`config.mk`:
```
export PLATFORM = sky130hd
export DESIGN_NAME = acpc_regs
export DESIGN_NICKNAME = d
export VERILOG_FILES = /design/src/hw/acpc_pkg.sv /design/src/hw/acpc_sync_capture.sv /design/src/hw/acpc_regs.sv
export SDC_FILE = /design/constraint.sdc
export NUM_CORES = 1
export LEC_CHECK = 0
export ABC_AREA = 1
export BUFFER_PORTS_ARGS = -buffer_cell sky130_fd_sc_hd__buf_2
export CAP_MARGIN = 20
export CORE_MARGIN = 10
export CORE_UTILIZATION = 60
export CTS_CLUSTER_DIAMETER = 120
export DETAILED_ROUTE_END_ITERATION = 10
export PLACE_DENSITY_LB_ADDON = 0.1
export SYNTH_ARGS = -nofsm -noshare
export SYNTH_HDL_FRONTEND = slang
export SYNTH_SLANG_ARGS = --single-unit
```
`constraint.sdc`:
```
create_clock -name ref_clk -period 8.1 [get_ports ref_clk]
set_clock_uncertainty 0.2 [all_clocks]
set_input_delay 0.81 -clock ref_clk [delete_from_list [all_inputs] [get_ports ref_clk]]
set_output_delay 0.81 -clock ref_clk [all_outputs]
set_load 0.02 [all_outputs]
```
`src/hw/acpc_pkg.sv`:
```
// package: register map, field positions, reset values and carriers for the config bank
package acpc_pkg;

    localparam int          ADDR_W            = 15;
    localparam logic [14:0] OFS_CLOCK_CTRL    = 15'h0029;
    localparam logic [14:0] OFS_SUPPLY_NOISE  = 15'h002B;
    localparam logic [14:0] OFS_SYNC_POS      = 15'h002C;
    localparam logic [14:0] OFS_FULL_SCALE    = 15'h0030;
    localparam logic [14:0] OFS_POWER_MODE    = 15'h0037;
    localparam logic [14:0] OFS_TIMESTAMP     = 15'h003B;
    localparam logic [14:0] OFS_REF_OUT       = 15'h003C;

    localparam logic [7:0]  RST_CLOCK_CTRL    = 8'h80;
    localparam logic [7:0]  RST_SUPPLY_NOISE  = 8'h10;
    localparam logic [15:0] RST_FULL_SCALE    = 16'hA000;
    localparam logic [7:0]  RST_POWER_MODE    = 8'h4B;
    localparam logic [7:0]  RST_TIMESTAMP     = 8'h00;
    localparam logic [7:0]  RST_REF_OUT       = 8'h01;
    localparam logic [23:0] RST_SYNC_POS      = 24'h000000;

    localparam logic [7:0]  MODE_HIGH_PERF    = 8'h4B;
    localparam logic [7:0]  MODE_LOW_POWER    = 8'h46;
    localparam logic [15:0] FS_RECOMMENDED_MIN = 16'h2000;

    localparam int          BIT_CLOCK_QUIET   = 0;
    localparam int          BIT_ANALOG_QUIET  = 2;
    localparam int          BIT_TS_ENABLE     = 0;
    localparam int          BIT_TS_PECL       = 1;
    localparam int          BIT_REF_OUT_EN    = 0;
    localparam int          SYNC_SEL_HI       = 3;

    localparam logic [1:0]  PMODE_HIGH_PERF   = 2'h0;
    localparam logic [1:0]  PMODE_LOW_POWER   = 2'h1;
    localparam logic [1:0]  PMODE_RESERVED    = 2'h2;

    // byte-wide register access carrier
    typedef struct packed {
        logic        wr;
        logic        rd;
        logic [14:0] addr;
        logic [7:0]  wdata;
    } acpc_req_s;

    // analog control outputs
    typedef struct packed {
        logic        analog_rail_quiet_enable;
        logic        clock_rail_quiet_enable;
        logic [3:0]  sync_delay_select;
        logic [15:0] full_scale_adjust;
        logic [1:0]  power_mode;
        logic        fs_below_min;
        logic        timestamp_input_enable;
        logic        timestamp_pecl_mode;
    } acpc_ctrl_s;

    typedef enum logic [1:0] {
        ACPC_IDLE,
        ACPC_BUSY
    } acpc_state_e;

endpackage

```
`src/hw/acpc_sync_capture.sv`:
```
// capture register holding the sync-reference edge position
`timescale 1ns/1ps
module acpc_sync_capture
    import acpc_pkg::*;
#(
    parameter int POS_W = 24
) (
    input  wire logic             ref_clk,
    input  wire logic             rst_n,
    input  wire logic             load,
    input  wire logic [POS_W-1:0] pos_in,
    output logic      [POS_W-1:0] pos_q
);

    always_ff @(posedge ref_clk or negedge rst_n) begin
        if (!rst_n) begin
            pos_q <= POS_W'(RST_SYNC_POS);
        end else if (load) begin
            pos_q <= pos_in;
        end
    end

endmodule

```
`src/hw/acpc_regs.sv`:
```
// configuration register bank: supply noise, sync position, full scale, power mode,
// timestamp input and reference clock output
`timescale 1ns/1ps
module acpc_regs
    import acpc_pkg::*;
#(
    parameter int POS_W = 24
) (
    input  wire logic             ref_clk,
    input  wire logic             rst_b,
    input  wire acpc_req_s        req,
    input  wire logic             sync_pos_valid,
    input  wire logic [POS_W-1:0] sync_pos_in,
    input  wire logic             synth_enable,
    output logic      [7:0]       rdata_q,
    output logic                  rvalid_q,
    output acpc_ctrl_s            ctrl_q,
    output logic                  ref_clock_output_q
);

    // ************************************************************
    // reset release and input synchronisers
    // ************************************************************
    logic [1:0] rst_sync_q;
    logic       rst_n;
    logic       synth_meta_q;
    logic       synth_q;

    always_ff @(posedge ref_clk or negedge rst_b) begin
        if (!rst_b) begin
            rst_sync_q <= 2'h0;
        end else begin
            rst_sync_q <= {rst_sync_q[0], 1'b1};
        end
    end
    assign rst_n = rst_sync_q[1];

    always_ff @(posedge ref_clk or negedge rst_n) begin
        if (!rst_n) begin
            synth_meta_q <= 1'b0;
            synth_q      <= 1'b0;
        end else begin
            synth_meta_q <= synth_enable;
            synth_q      <= synth_meta_q;
        end
    end

    // ************************************************************
    // register storage
    // ************************************************************
    logic [7:0]       clock_ctrl_q;
    logic [7:0]       supply_noise_q;
    logic [15:0]      full_scale_q;
    logic [7:0]       power_mode_code_q;
    logic [7:0]       timestamp_ctrl_q;
    logic [7:0]       ref_out_ctrl_q;
    logic [POS_W-1:0] sync_edge_position;

    function automatic logic hit(input acpc_req_s r, input logic [14:0] ofs);
        return r.wr && (r.addr == ofs);
    endfunction

    function automatic logic [1:0] decode_mode(input logic [7:0] code);
        if (code == MODE_HIGH_PERF) begin
            return PMODE_HIGH_PERF;
        end else if (code == MODE_LOW_POWER) begin
            return PMODE_LOW_POWER;
        end
        return PMODE_RESERVED;
    endfunction

    always_ff @(posedge ref_clk or negedge rst_n) begin
        if (!rst_n) begin
            clock_ctrl_q <= RST_CLOCK_CTRL;
        end else if (hit(req, OFS_CLOCK_CTRL)) begin
            clock_ctrl_q <= req.wdata;
        end
    end

    always_ff @(posedge ref_clk or negedge rst_n) begin
        if (!rst_n) begin
            supply_noise_q <= RST_SUPPLY_NOISE;
        end else if (hit(req, OFS_SUPPLY_NOISE)) begin
            supply_noise_q <= req.wdata;
        end
    end

    // two byte lanes, low byte at the base offset
    always_ff @(posedge ref_clk or negedge rst_n) begin
        if (!rst_n) begin
            full_scale_q <= RST_FULL_SCALE;
        end else if (hit(req, OFS_FULL_SCALE)) begin
            full_scale_q[7:0] <= req.wdata;
        end else if (hit(req, OFS_FULL_SCALE + 15'h0001)) begin
            full_scale_q[15:8] <= req.wdata;
        end
    end

    always_ff @(posedge ref_clk or negedge rst_n) begin
        if (!rst_n) begin
            power_mode_code_q <= RST_POWER_MODE;
        end else if (hit(req, OFS_POWER_MODE)) begin
            power_mode_code_q <= req.wdata;
        end
    end

    always_ff @(posedge ref_clk or negedge rst_n) begin
        if (!rst_n) begin
            timestamp_ctrl_q <= RST_TIMESTAMP;
        end else if (hit(req, OFS_TIMESTAMP)) begin
            timestamp_ctrl_q <= req.wdata;
        end
    end

    always_ff @(posedge ref_clk or negedge rst_n) begin
        if (!rst_n) begin
            ref_out_ctrl_q <= RST_REF_OUT;
        end else if (hit(req, OFS_REF_OUT)) begin
            ref_out_ctrl_q <= req.wdata;
        end
    end

    // position is loaded only by the detector, never by a write
    acpc_sync_capture #(
        .POS_W (POS_W)
    ) u_capture (
        .ref_clk (ref_clk),
        .rst_n   (rst_n),
        .load    (sync_pos_valid),
        .pos_in  (sync_pos_in),
        .pos_q   (sync_edge_position)
    );

    // ************************************************************
    // read path
    // ************************************************************
    logic [7:0] rd_d;

    always_comb begin
        rd_d = 8'h00;
        case (req.addr)
            OFS_CLOCK_CTRL:             rd_d = clock_ctrl_q;
            OFS_SUPPLY_NOISE:           rd_d = supply_noise_q;
            OFS_SYNC_POS:               rd_d = sync_edge_position[7:0];
            OFS_SYNC_POS + 15'h0001:    rd_d = sync_edge_position[15:8];
            OFS_SYNC_POS + 15'h0002:    rd_d = sync_edge_position[23:16];
            OFS_FULL_SCALE:             rd_d = full_scale_q[7:0];
            OFS_FULL_SCALE + 15'h0001:  rd_d = full_scale_q[15:8];
            OFS_POWER_MODE:             rd_d = power_mode_code_q;
            OFS_TIMESTAMP:              rd_d = timestamp_ctrl_q;
            OFS_REF_OUT:                rd_d = ref_out_ctrl_q;
            default:                    rd_d = 8'h00;
        endcase
    end

    always_ff @(posedge ref_clk or negedge rst_n) begin
        if (!rst_n) begin
            rdata_q  <= 8'h00;
            rvalid_q <= 1'b0;
        end else begin
            rdata_q  <= req.rd ? rd_d : rdata_q;
            rvalid_q <= req.rd;
        end
    end

    // ************************************************************
    // control outputs
    // ************************************************************
    always_ff @(posedge ref_clk or negedge rst_n) begin
        if (!rst_n) begin
            ctrl_q <= '0;
            ctrl_q.full_scale_adjust <= RST_FULL_SCALE;
            ctrl_q.power_mode <= PMODE_HIGH_PERF;
        end else begin
            ctrl_q.analog_rail_quiet_enable <= supply_noise_q[BIT_ANALOG_QUIET];
            ctrl_q.clock_rail_quiet_enable  <= supply_noise_q[BIT_CLOCK_QUIET];
            ctrl_q.sync_delay_select <= clock_ctrl_q[SYNC_SEL_HI:0];
            ctrl_q.full_scale_adjust <= full_scale_q;
            ctrl_q.fs_below_min <= full_scale_q < FS_RECOMMENDED_MIN;
            ctrl_q.power_mode <= decode_mode(power_mode_code_q);
            ctrl_q.timestamp_input_enable <= timestamp_ctrl_q[BIT_TS_ENABLE];
            ctrl_q.timestamp_pecl_mode <= timestamp_ctrl_q[BIT_TS_PECL];
        end
    end

    always_ff @(posedge ref_clk or negedge rst_n) begin
        if (!rst_n) begin
            ref_clock_output_q <= 1'b0;
        end else begin
            ref_clock_output_q <= ref_out_ctrl_q[BIT_REF_OUT_EN] & synth_q;
        end
    end

    // ************************************************************
    // checks
    // ************************************************************
    a_pos_read_only: assert property (@(posedge ref_clk) disable iff (!rst_n)
        !sync_pos_valid |=> sync_edge_position == $past(sync_edge_position))
        else $error("position changed without capture");

    a_pos_read_value: assert property (@(posedge ref_clk) disable iff (!rst_n)
        (req.rd && req.addr == OFS_SYNC_POS) |=> rdata_q == $past(sync_edge_position[7:0]))
        else $error("position low byte read wrong");

    a_delay_select: assert property (@(posedge ref_clk) disable iff (!rst_n)
        hit(req, OFS_CLOCK_CTRL) |-> ##2 ctrl_q.sync_delay_select == $past(req.wdata[3:0], 2))
        else $error("delay select not applied");

    a_fs_write_back: assert property (@(posedge ref_clk) disable iff (!rst_n)
        (hit(req, OFS_FULL_SCALE + 15'h0001) ##1 (req.rd && req.addr == OFS_FULL_SCALE + 15'h0001))
        |=> rdata_q == $past(req.wdata, 2))
        else $error("full scale high byte read back wrong");

    a_fs_low_flag: assert property (@(posedge ref_clk) disable iff (!rst_n)
        ##1 ctrl_q.fs_below_min == ($past(full_scale_q) < FS_RECOMMENDED_MIN))
        else $error("below minimum flag wrong");

    a_mode_decode: assert property (@(posedge ref_clk) disable iff (!rst_n)
        (power_mode_code_q == MODE_LOW_POWER) [*2] |-> ctrl_q.power_mode == PMODE_LOW_POWER)
        else $error("low power mode not decoded");

    a_ts_enable: assert property (@(posedge ref_clk) disable iff (!rst_n)
        hit(req, OFS_TIMESTAMP) |-> ##2 ctrl_q.timestamp_input_enable == $past(req.wdata[0], 2))
        else $error("timestamp enable wrong");

    a_ts_pecl: assert property (@(posedge ref_clk) disable iff (!rst_n)
        hit(req, OFS_TIMESTAMP) |-> ##2 ctrl_q.timestamp_pecl_mode == $past(req.wdata[1], 2))
        else $error("timestamp pecl mode wrong");

    a_ref_out_gate: assert property (@(posedge ref_clk) disable iff (!rst_n)
        ref_clock_output_q |-> $past(ref_out_ctrl_q[BIT_REF_OUT_EN]) && $past(synth_q))
        else $error("reference output on while gated off");

    a_ref_out_on: assert property (@(posedge ref_clk) disable iff (!rst_n)
        $rose(rst_n) |-> ref_out_ctrl_q == RST_REF_OUT)
        else $error("reference enable not set after reset");

    a_rail_quiet: assert property (@(posedge ref_clk) disable iff (!rst_n)
        hit(req, OFS_SUPPLY_NOISE) |-> ##2 (ctrl_q.analog_rail_quiet_enable
        == $past(req.wdata[2], 2)) && (ctrl_q.clock_rail_quiet_enable == $past(req.wdata[0], 2)))
        else $error("rail quiet enables wrong");

endmodule

```
== After elaboration in Yosys (flattened, before gate mapping) ==
Cells that the tools add are included.
Operators by class
  bitwise logic cells: 2
  magnitude comparators: 1
  eq/ne operators: 12
  reduce and logical (&&, ||, !) cells: 8
  multiplexer cells: 6
Operator list (number)
  $eq A15 B6 Y1 const B: 10
  $pmux W8 S10: 1
  $eq A8 B7 Y1 const B: 2
  $lt A16 B14 Y1 const B: 1
  $logic_and A1 B1 Y1: 7
  $mux W2: 3
  $mux W1: 2
  $reduce_and A2 Y1: 1
  $and A1 B1 Y1: 1
  $not A1 Y1: 1
Storage, ports and cells
  flip-flop bits (word level): 121
  word-level logic and storage cells: 51
  output and inout port bits: 37

== Longest topological paths before layout ==
Gate-level depths: netlist (run 1).
  word-level depth: 4
  mapped depth: 11
  gate-level depth less buffers: 10

== Modules after synthesis ==
Synthesis (run 1) repeated with hierarchy kept, for this count alone.
Second synthesis, totals
  cell total of the unflattened synthesis: 583
  area total of the unflattened synthesis: 5313.8 um^2
By module, submodules not included
  acpc_regs: times used 1, area an instance 4339.2 um^2, cells each 481
  acpc_sync_capture: times used 1, area an instance 974.7 um^2, cells each 102

== Worst setup path after synthesis (run 1) ==
No wires, ideal clock.
  path type: in2reg
  start point: input req[15] (netlist name)
  end point: register ref_out_ctrl_q[5]
  arrival time: 1799 ps
  stages: 8
  buffers on the path: 1
  path slack: 5983 ps
  cell sequence: nor2_2 -> nand2_4 -> nor2_4 -> nand2_2 -> nor2_4 -> buf_6 -> nand2_1 -> o21a_1
Between the ends
  word-level cells in the longest chain between the ends: 2
RTL lines
  start: declaration: line acpc_regs.sv:11  | input wire acpc_req_s req,
  $eq A15 B6 Y1: line acpc_regs.sv:60  | return r.wr && (r.addr == ofs);
  $logic_and A1 B1 Y1: line acpc_regs.sv:60
  end signal: assignment: line acpc_regs.sv:119  | ref_out_ctrl_q <= req.wdata;
  end: declaration: line acpc_regs.sv:56  | logic [7:0] ref_out_ctrl_q;
Every way passes these cells.
A chain may end at the register's enable or synchronous reset.

== Worst setup path in the final report (run 1) ==
  start point: input req[19] (netlist name)
  end point: register power_mode_code_q[4]
Between the ends
  word-level cells in the longest chain between the ends: 2
RTL lines
  $eq A15 B6 Y1: line acpc_regs.sv:60
  $logic_and A1 B1 Y1: line acpc_regs.sv:60
  end signal: assignment: line acpc_regs.sv:103  | power_mode_code_q <= req.wdata;
  end: declaration: line acpc_regs.sv:54  | logic [7:0] power_mode_code_q;
Every way passes these cells.

==> flow_summary.ini, run 1 <==
[layout]
area_growth_pct = 19.29
regArea_sq_um = 3045
fillers = 657
multi_input_area_sq_um = 1918
drive_above_1_share_pct = 28.30
finalNetCount = 676
antenna_cells = 0
utilization_pct = 72.76

[run_status]
status = completed

[sta]
max_freq_mhz = 387.2
period_share_pct = 31.88
slew_headroom_pct = 30.47
rsz0062_at_grt = no
fin_crit_ns = 2.583
finalHoldViolations = 0
tightest_slew_ns = 1.043
setup_viol = 0
slew_viol_final = 0
timing.setup.tns_ns = 0
layout_setup_ws_ns = 5.517
holdWs_ns = 0.1309

[logic_synthesis]
ys_seq_area_share_pct = 57.74
synth.area.top_cells = dfrtp_1, nand2_1, nand3_1, dfstp_2, mux2_2
synth_top_area_share_pct = 52.26
synth_area_per_cell_sq_um = 9.901
async_flop_share_pct = 100.0
syn_inst = 532
synth_area_leader_cell = dfrtp_1
yosysMostFrequentCell = nand2_1
synth_seq_cells = 121
syn-cell-area_sq_um = 5268
synth-edff-count = 0
synth.distinct_cells = 26
synth_top_cells_by_count = nand2_1, dfrtp_1, nand3_1
ys.flop_type = dfrtp_1
mappedNetlistNets = 585
ys_warn_count = 0

[placed_design]
portBuffers = 89
dp_hpwl_um = 9264
dp_worst_setup_slack_ns = 5.062
gp_congestion = 0.8863

[grt]
gr-total-overflow = 0
grt_pass1_vias = 4178
grt.total_usage_pct = 20.89
grt_pass1_wl_um = 21050
grt_max_degree = 81
antenna_found_initial = 0

[critical_path]
critPathCaptureType = flip-flop
slowest_stage = nor2_8
crit_path_max_fanout = 80
cp-start-kind = input pin
r2r_setup_slack_ns = 6.25
worst_ep_arrival_time_ns = 2.79
cp_common_cell = nand2_1
cp.required_ns = 8.31
path_class = in2reg
slowest_delay_ns = 0.78
path_cells = buf_2 > nor2_1 > nand2_1 > nor2_8 > nand2_2 > nor2_4 > nand2_1 > o21a_1

[drt]
wire_per_inst_um = 17.97
drtIter0Drc = 291
viasPerCell = 5.544
wirelength_um = 13370
dr.pass1.iters = 5
num_vias = 4125
ant_nets = 0
drc = 0

[pwr]
power.share.combinational_pct = 3.9
power.density_nw_per_um2 = 226.3
p_int_mw = 1.108
power_leakage_nw = 3.174
seqPwrFrac_pct = 44.4
clkPwrFrac_pct = 51.7
peakVddDrop_mv = 0.1567
power_switching_mw = 0.3143
total_power_mw = 1.422
p_sw_share_pct = 22.10

[floorplan]
rows = 34
coreArea_sq_um = 8636
die_w_um = 113.7
die_area_sq_um = 12930
dieHeight_um = 113.7
io_pins = 90
start_util_pct = 61.00

[clocking]
cts.sinks = 121
clk_pin_slew_worst_paths_ns = 0.06
cts_made_buffers = 17
htree_levels = 4
clk_path_buf_depth = 2
cts_tree = done
clock_latency_ns = 0.52
clockRootBuffer = clkbuf_8

[run]
cap_violations = 0

[min_path]
hold_class = reg2async
power by group through the flow:
stage | clock network, mW | logic, mW | registers [mW]
after floorplan | 0 | 0.0263 | 0.643
after global placement | 0 | 0.0539 | 0.641
after detailed placement | 0 | 0.0558 | 0.641
after CTS | 0.742 | 0.0563 | 0.631
after global routing | 0.771 | 0.0607 | 0.633
final | 0.735 | 0.0556 | 0.631
cells by family (layout without fill, tap and decap cells):
kind of cell	count (synthesis)	after routing	synth area share, %
simple gates	264	264	23.80
flops	121	121	57.74
compound gates	64	64	7.411
buf+inv	58	162	5.843
mux	24	24	5.131
other cells	1	1	0.07119
cell usage in the layout (no fill, tap or decap):
cell type	count
and2_1	1
buf_2	89
buf_4	1
bufinv_16	3
clkbuf_1	2
clkbuf_16	16
clkbuf_8	1
clkinv_2	6
clkinv_4	3
clkinvlp_4	1
conb_1	1
dfrtp_1	109
dfrtp_4	1
dfstp_2	11
dlygate4sd3_1	1
inv_1	39
mux2_2	24
nand2_1	124
nand2_2	8
nand2_4	1
nand3_1	82
nand3_2	1
nand3_4	1
nor2_1	29
nor2_2	1
nor2_4	11
nor2_8	1
nor3_1	1
nor4_1	3
o21a_1	28
o21ai_0	23
o21ai_1	13
cell type report:
cell class	count	share of cell area, %
sequential	121	48.47
timing repair buffer	91	7.368
multi-input combinational	353	30.53
clock inverter	13	2.449
inverter	39	2.330
tap	108	2.151
clock buffer	19	6.710
timing repair:
item,CTS,global route
gates resized for setup,0,0
setup endpoints to repair,0,0
endpoints found under the hold margin,2,0
setup buffers,0,0
hold buffers,1,0
final timing paths:
kind,start,cells past startpoint,end
hold reg to reg,rst_sync_q[1]$_DFF_PN0_,0,ref_clock_output_q$_DFF_PN0_
min in group ref_clk,synth_meta_q$_DFF_PN0_,0,synth_q$_DFF_PN0_
hold / removal,rst_sync_q[1]$_DFF_PN0_,0,ref_clock_output_q$_DFF_PN0_
setup / recovery,req[19],8,power_mode_code_q[4]$_DFFE_PN0P_
setup reg to reg,rst_sync_q[1]$_DFF_PN0_,1,clock_ctrl_q[2]$_DFFE_PN0P_
max in group asynchronous,rst_sync_q[1]$_DFF_PN0_,1,clock_ctrl_q[2]$_DFFE_PN0P_
metal layers:
metal | wire (um) | share of wire [%] | global-route usage (%) | up-vias
li1 | - | - | - | 1932
met1 | 5229 | 39 | 23.75 | 2040
met2 | 6976 | 52 | 35.05 | 128
met3 | 852 | 6.4 | 7.139 | 25
met4 | 310 | 2.3 | 8.968 | 0
met5 | 0 | 0 | 0 | -
registers in the layout (all words and copies together), names as in the netlist:
register	cells
timestamp_ctrl_q	8
ref_out_ctrl_q	8
rst_sync_q	2
synth_meta_q	1
full_scale_q	16
ctrl_q	27
synth_q	1
power_mode_code_q	8
clock_ctrl_q	8
rvalid_q	1
supply_noise_q	8
ref_clock_output_q	1
u_capture.pos_q	24
rdata_q	8
per-stage QoR:
stage / cells / cell area, sq um
final: 744 / 6284
after global routing: 744 / 6284
after CTS: 744 / 6284
after detailed placement: 711 / 5698
after global placement: 711 / 5698
after floorplan: 532 / 5268
worst max-delay path, delay by kind of cell:
kind | cells | cell delay, ns
compound gates | 1 | 0.15
simple gates | 6 | 1.69
buf+inv | 1 | 0.10
Power figures use the tool's default switching activity.
==> inputs of run 2 (changes only) <==
ABC_AREA = 0   (was 1)
CORE_UTILIZATION = 56   (was 60)
clock period = 2.5 ns   (was 8.1 ns; I/O delays follow)
==> run 2 against run 1 <==
Critical path depth shrank 3; clock power grew to 3.8 times the previous value; worst setup slack lost 5.0 ns; sequential power grew to 3.2 times the previous value; hold slack lost 0.065 ns; via count shrank 10%; critical endpoint is now rdata_q[2]$_DFFE_PN0P_; largest cell class unchanged.
==> flow_summary.ini, run 2 <==
[run_status]
status = completed

[layout]
finalNetCount = 555
largest-register = ctrl_q
largest_register_ffs = 27
antenna_cells = 0
area_growth_pct = 33.23
utilization_pct = 77.31
top_regs = ctrl_q: 27 flops, u_capture.pos_q: 24 flops, full_scale_q: 16 flops
final_cell_mix = dfrtp_1, buf_2, mux2_2
drive_above_1_share_pct = 48.16
final_common_cell = dfrtp_1

[critical_path]
r2r_setup_slack_ns = 0.51
path_class = reg2reg
crit_path_max_fanout = 3
worst_ep_arrival_time_ns = 2.18
cp.required_ns = 2.69
critPathCaptureType = flip-flop
ff2ff_path_depth = 5
cp-start-kind = flip-flop

[logic_synthesis]
synth_area_per_cell_sq_um = 14.35
async_flop_share_pct = 100.0
synth.distinct_cells = 56
synth-edff-count = 0
synth_seq_cells = 121
ys_seq_area_share_pct = 59.52
syn-cell-area_sq_um = 5110
ys_warn_count = 0
syn_inst = 356
mappedNetlistNets = 409
synth_top_area_share_pct = 53.87
synth.area.top_cells = dfrtp_1, mux2_2, dfstp_2, a222oi_1, a22oi_1
synth_area_leader_cell = dfrtp_1
ys.flop_type = dfrtp_1
yosysMostFrequentCell = dfrtp_1
synth_top_cells_by_count = dfrtp_1, mux2_2, nand2_1

[grt]
antenna_found_initial = 0
gr-total-overflow = 0
grt_pass1_wl_um = 20890
grt.total_usage_pct = 20.08
grt_max_degree = 44
grt_pass1_vias = 3853

[clocking]
htree_levels = 4
post_cts_buffers = 0
clk_path_buf_depth = 2
clock_latency_ns = 0.52
cts_tree = done
clockRootBuffer = clkbuf_8
cts.sinks = 121
cts_made_buffers = 17
clk_pin_slew_worst_paths_ns = 0.06

[placed_design]
portBuffers = 89
dp_hpwl_um = 8808
gp_congestion = 0.8240
dp_worst_setup_slack_ns = 0.1783

[pwr]
p_sw_share_pct = 22.20
power_switching_mw = 1.136
seqPwrFrac_pct = 39.9
peakVddDrop_mv = 0.5892
power_leakage_nw = 3.238
p_int_mw = 3.981
power.share.combinational_pct = 5.2
clkPwrFrac_pct = 54.8
power.density_nw_per_um2 = 751.7

[drt]
ant_nets = 0
drc = 0
drtIter0Drc = 344
viasPerCell = 5.931
dr.pass1.iters = 6
wire_per_inst_um = 20.81
wirelength_um = 12970
num_vias = 3695

[sta]
slew_headroom_pct = 62.40
period_share_pct = 79.72
rsz0062_at_grt = no
slew_viol_final = 0
finalHoldViolations = 0
max_freq_mhz = 501.7
setup_viol = 0
timing.setup.tns_ns = 0
fin_crit_ns = 1.993
layout_setup_ws_ns = 0.5069
tightest_slew_ns = 0.5640

[floorplan]
io_pins = 90
coreArea_sq_um = 8806
die_area_sq_um = 13350
rows = 34
die_w_um = 115.5
dieHeight_um = 115.5
start_util_pct = 58.03

[min_path]
hold_class = in2reg
worstHoldPathCells = 4

[run]
cap_violations = 0
-- run 2: changes by cell type after synthesis, sizes merged, moves of 14 or more --
cell	before	now
buf	18	4
o21a	28	1
nand2	133	17
a22oi	0	14
inv	39	2
nor2	42	7
mux2	24	82
o21ai	36	8
nand3	84	1
-- run 2: what timing repair did --
action,in CTS,in global routing
hold buffers,36,0
gates resized for setup,0,0
endpoints found under the hold margin,84,0
-- run 2: worst paths after layout --
path	from	endpoint
min in group asynchronous	rst_sync_q[1]$_DFF_PN0_	ctrl_q[5]$_DFF_PN0_
setup / recovery	full_scale_q[10]$_DFFE_PN0P_	rdata_q[2]$_DFFE_PN0P_
max in group asynchronous	rst_sync_q[1]$_DFF_PN0_	full_scale_q[15]$_DFFE_PN1P_
setup reg to reg	full_scale_q[10]$_DFFE_PN0P_	rdata_q[2]$_DFFE_PN0P_
hold reg to reg	rst_sync_q[1]$_DFF_PN0_	ctrl_q[5]$_DFF_PN0_
hold / removal	req[24]	ref_out_ctrl_q[2]$_DFFE_PN0P_
-- run 2: stage by stage --
stage | hold slack (ns) | std cells | area [sq um] | power [mW]
floorplan | -0.2456 | 356 | 5111 | 2.184
global placement | -0.1654 | 555 | 5774 | 2.290
detailed placement | -0.1627 | 555 | 5774 | 2.298
CTS | 0.06127 | 623 | 6808 | 5.125
global route | 0.08547 | 623 | 6808 | 5.262
finish | 0.06596 | 623 | 6808 | 5.118
-- run 2: power by group through the flow --
stage / Sequential [mW] / Clock (mW) / Combinational, mW
4_1_cts: 2.04 / 2.82 / 0.266
3_5_place_dp: 2.08 / 0 / 0.222
2_1_floorplan: 2.08 / 0 / 0.102
6_report: 2.04 / 2.81 / 0.269
5_1_grt: 2.05 / 2.92 / 0.292
3_3_place_gp: 2.07 / 0 / 0.216
-- run 2: logic make-up (layout without fill, tap and decap cells) --
logic type / count (synthesis) / in the layout / share of synthesized area [%]
other cells: 1 / 1 / 0.07339
flops: 121 / 121 / 59.53
buf+inv: 14 / 173 / 1.126
compound gates: 61 / 61 / 9.109
mux: 85 / 85 / 18.66
simple gates: 74 / 74 / 11.51
-- run 2: critical path: stages, from the launching register on --
cell	delay (ns)
dfrtp_1	0.40
mux2_2	0.28
a222oi_1	0.39
a21oi_1	0.14
a221oi_1	0.35
o2bb2ai_1	0.11
-- run 2: area by class of cell --
class / instances / area (sq um)
flip-flops and latches: 121 / 3045
multi-input cells: 221 / 2011
fillers: 546 / 1998
repair buffers: 139 / 935.9
clock buffers: 17 / 414.1
clock inverters: 15 / 259.0
well taps: 108 / 135.1
inverters: 2 / 7.507
-- run 2: metal layers --
layer | track usage, % | routed length [um] | vias to the layer above
li1 | - | - | 1665
met1 | 25.61 | 5527 | 1878
met2 | 33.10 | 6476 | 127
met3 | 4.651 | 718 | 25
met4 | 6.757 | 242 | 0
met5 | 0 | 0 | -
==> inputs of run 3 (changes only) <==
ABC_AREA = 1   (was 0)
clock period = 2 ns   (was 2.5 ns; I/O delays follow)
==> run 3 against run 2 <==
Non-clock buffer count is 3 higher; flip-flop and latch count stayed put; utilization is 2.7 points lower; clock power is 15% higher; critical path depth is 4 lower; largest cell class unchanged.
==> flow_summary.ini, run 3 (same netlist as run 1, synthesis figures left out) <==
[floorplan]
rows = 35
die_w_um = 117.0
io_pins = 90
dieHeight_um = 117.0
die_area_sq_um = 13690
start_util_pct = 57.28
coreArea_sq_um = 9196

[sta]
setup_viol = 0
finalHoldViolations = 0
tightest_slew_ns = 0.5695
rsz0062_at_grt = no
slew_headroom_pct = 62.03
max_freq_mhz = 632.3
slew_viol_final = 0
timing.setup.tns_ns = 0
fin_crit_ns = 1.581
period_share_pct = 79.07

[run_status]
status = completed

[clocking]
cts.sinks = 121
cts_tree = done
cts_made_buffers = 17
clk_path_buf_depth = 2
clockRootBuffer = clkbuf_8
post_cts_buffers = 0
htree_levels = 4
clk_pin_slew_worst_paths_ns = 0.06
clock_latency_ns = 0.52

[drt]
viasPerCell = 5.360
ant_nets = 0
route.met3.wl_um = 767
top_layer_used = met4
drtIter0Drc = 264
dr.pass1.iters = 5
wirelength_um = 14200
num_vias = 4277
wl_met1_um = 5614
drc = 0
routed-wl-met2_um = 7374
wire_per_inst_um = 17.79

[pwr]
power_leakage_nw = 3.432
peakVddDrop_mv = 0.6714
total_power_mw = 6.081
power.density_nw_per_um2 = 886.0

[layout]
final_cell_mix = nand2_1, dfrtp_1, buf_2
largest_register_ffs = 27
antenna_cells = 0
largest-register = ctrl_q
final_common_cell = nand2_1
fin_cells = 798
regArea_sq_um = 3045
multi_input_area_sq_um = 1918
finalNetCount = 727
top_regs = ctrl_q: 27 flops, u_capture.pos_q: 24 flops, full_scale_q: 16 flops
area_growth_pct = 30.28
fillers = 655
drive_above_1_share_pct = 28.53

[critical_path]
cp-start-kind = flip-flop
crit_family = flip-flops
cp-startpoint = ctrl_q[18]$_DFF_PN1_
cp.required_ns = 1.60
path_class = reg2out
path_cells = buf_2
r2r_start = power_mode_code_q[6]$_DFFE_PN1P_
critPathCaptureType = output pin
crit_buf_inv = 1
worst_ep_arrival_time_ns = 1.18
slowest_stage = dfstp_2
crit_path_max_fanout = 1
slowest_delay_ns = 0.51

[placed_design]
dp_hpwl_um = 9767
place_inst = 729
portBuffers = 89
gp_congestion = 0.9492

[grt]
gr-total-overflow = 0
grt_pass1_vias = 4432
grt.total_usage_pct = 21.59
grt_max_degree = 51
antenna_found_initial = 0
grt_pass1_wl_um = 22390

[min_path]
hold_class = reg2async

[run]
cap_violations = 0
run 3: per-layer routing:
layer  global-route usage, %  vias up
met3                   5.301       38
met1                   24.23     2067
met5                       0        -
met2                   38.13      144
li1                        -     2028
met4                   9.390        0
run 3: final cells by class:
type / instances / area share, %
sequential: 121 / 44.38
inverter: 39 / 2.133
tap: 111 / 2.024
clock inverter: 11 / 2.461
clock buffer: 21 / 6.691
multi-input combinational: 353 / 27.95
timing repair buffer: 142 / 14.37
run 3: worst paths after layout:
kind	end	slack, ns	cells past startpoint
hold reg to reg	u_capture.pos_q[14]$_DFFE_PN0P_	0.05	0
min in group ref_clk	supply_noise_q[2]$_DFFE_PN0P_	0.08	6
setup reg to reg	ctrl_q[4]$_DFF_PN0_	0.52	3
setup / recovery	ctrl_q[18]	0.42	1
hold / removal	u_capture.pos_q[14]$_DFFE_PN0P_	0.05	0
max in group asynchronous	supply_noise_q[4]$_DFFE_PN1P_	0.91	1
run 3: per-stage QoR:
stage	area, sq um	hold WS, ns	util [%]	worst slack [ns]
2_1_floorplan	5271	-0.2956	-	0.4926
5_1_grt	6863	0.08408	74.63	0.3550
3_5_place_dp	5864	-0.2140	63.77	0.1358
3_3_place_gp	5864	-0.2145	63.77	0.2125
4_1_cts	6863	0.06665	74.63	0.4095
6_report	6863	0.05222	74.63	0.4186
run 3: timing repair:
item                                   CTS  global route
hold buffers                            37             0
resized for setup                        0             0
setup endpoints to repair                0             0
endpoints found under the hold margin   86             0
run 3: where the power goes:
group / total (mW) / internal, mW / switching (mW)
clock network: 3.23 / 2.12 / 1.11
registers: 2.55 / 2.51 / 0.0411
logic: 0.303 / 0.147 / 0.156
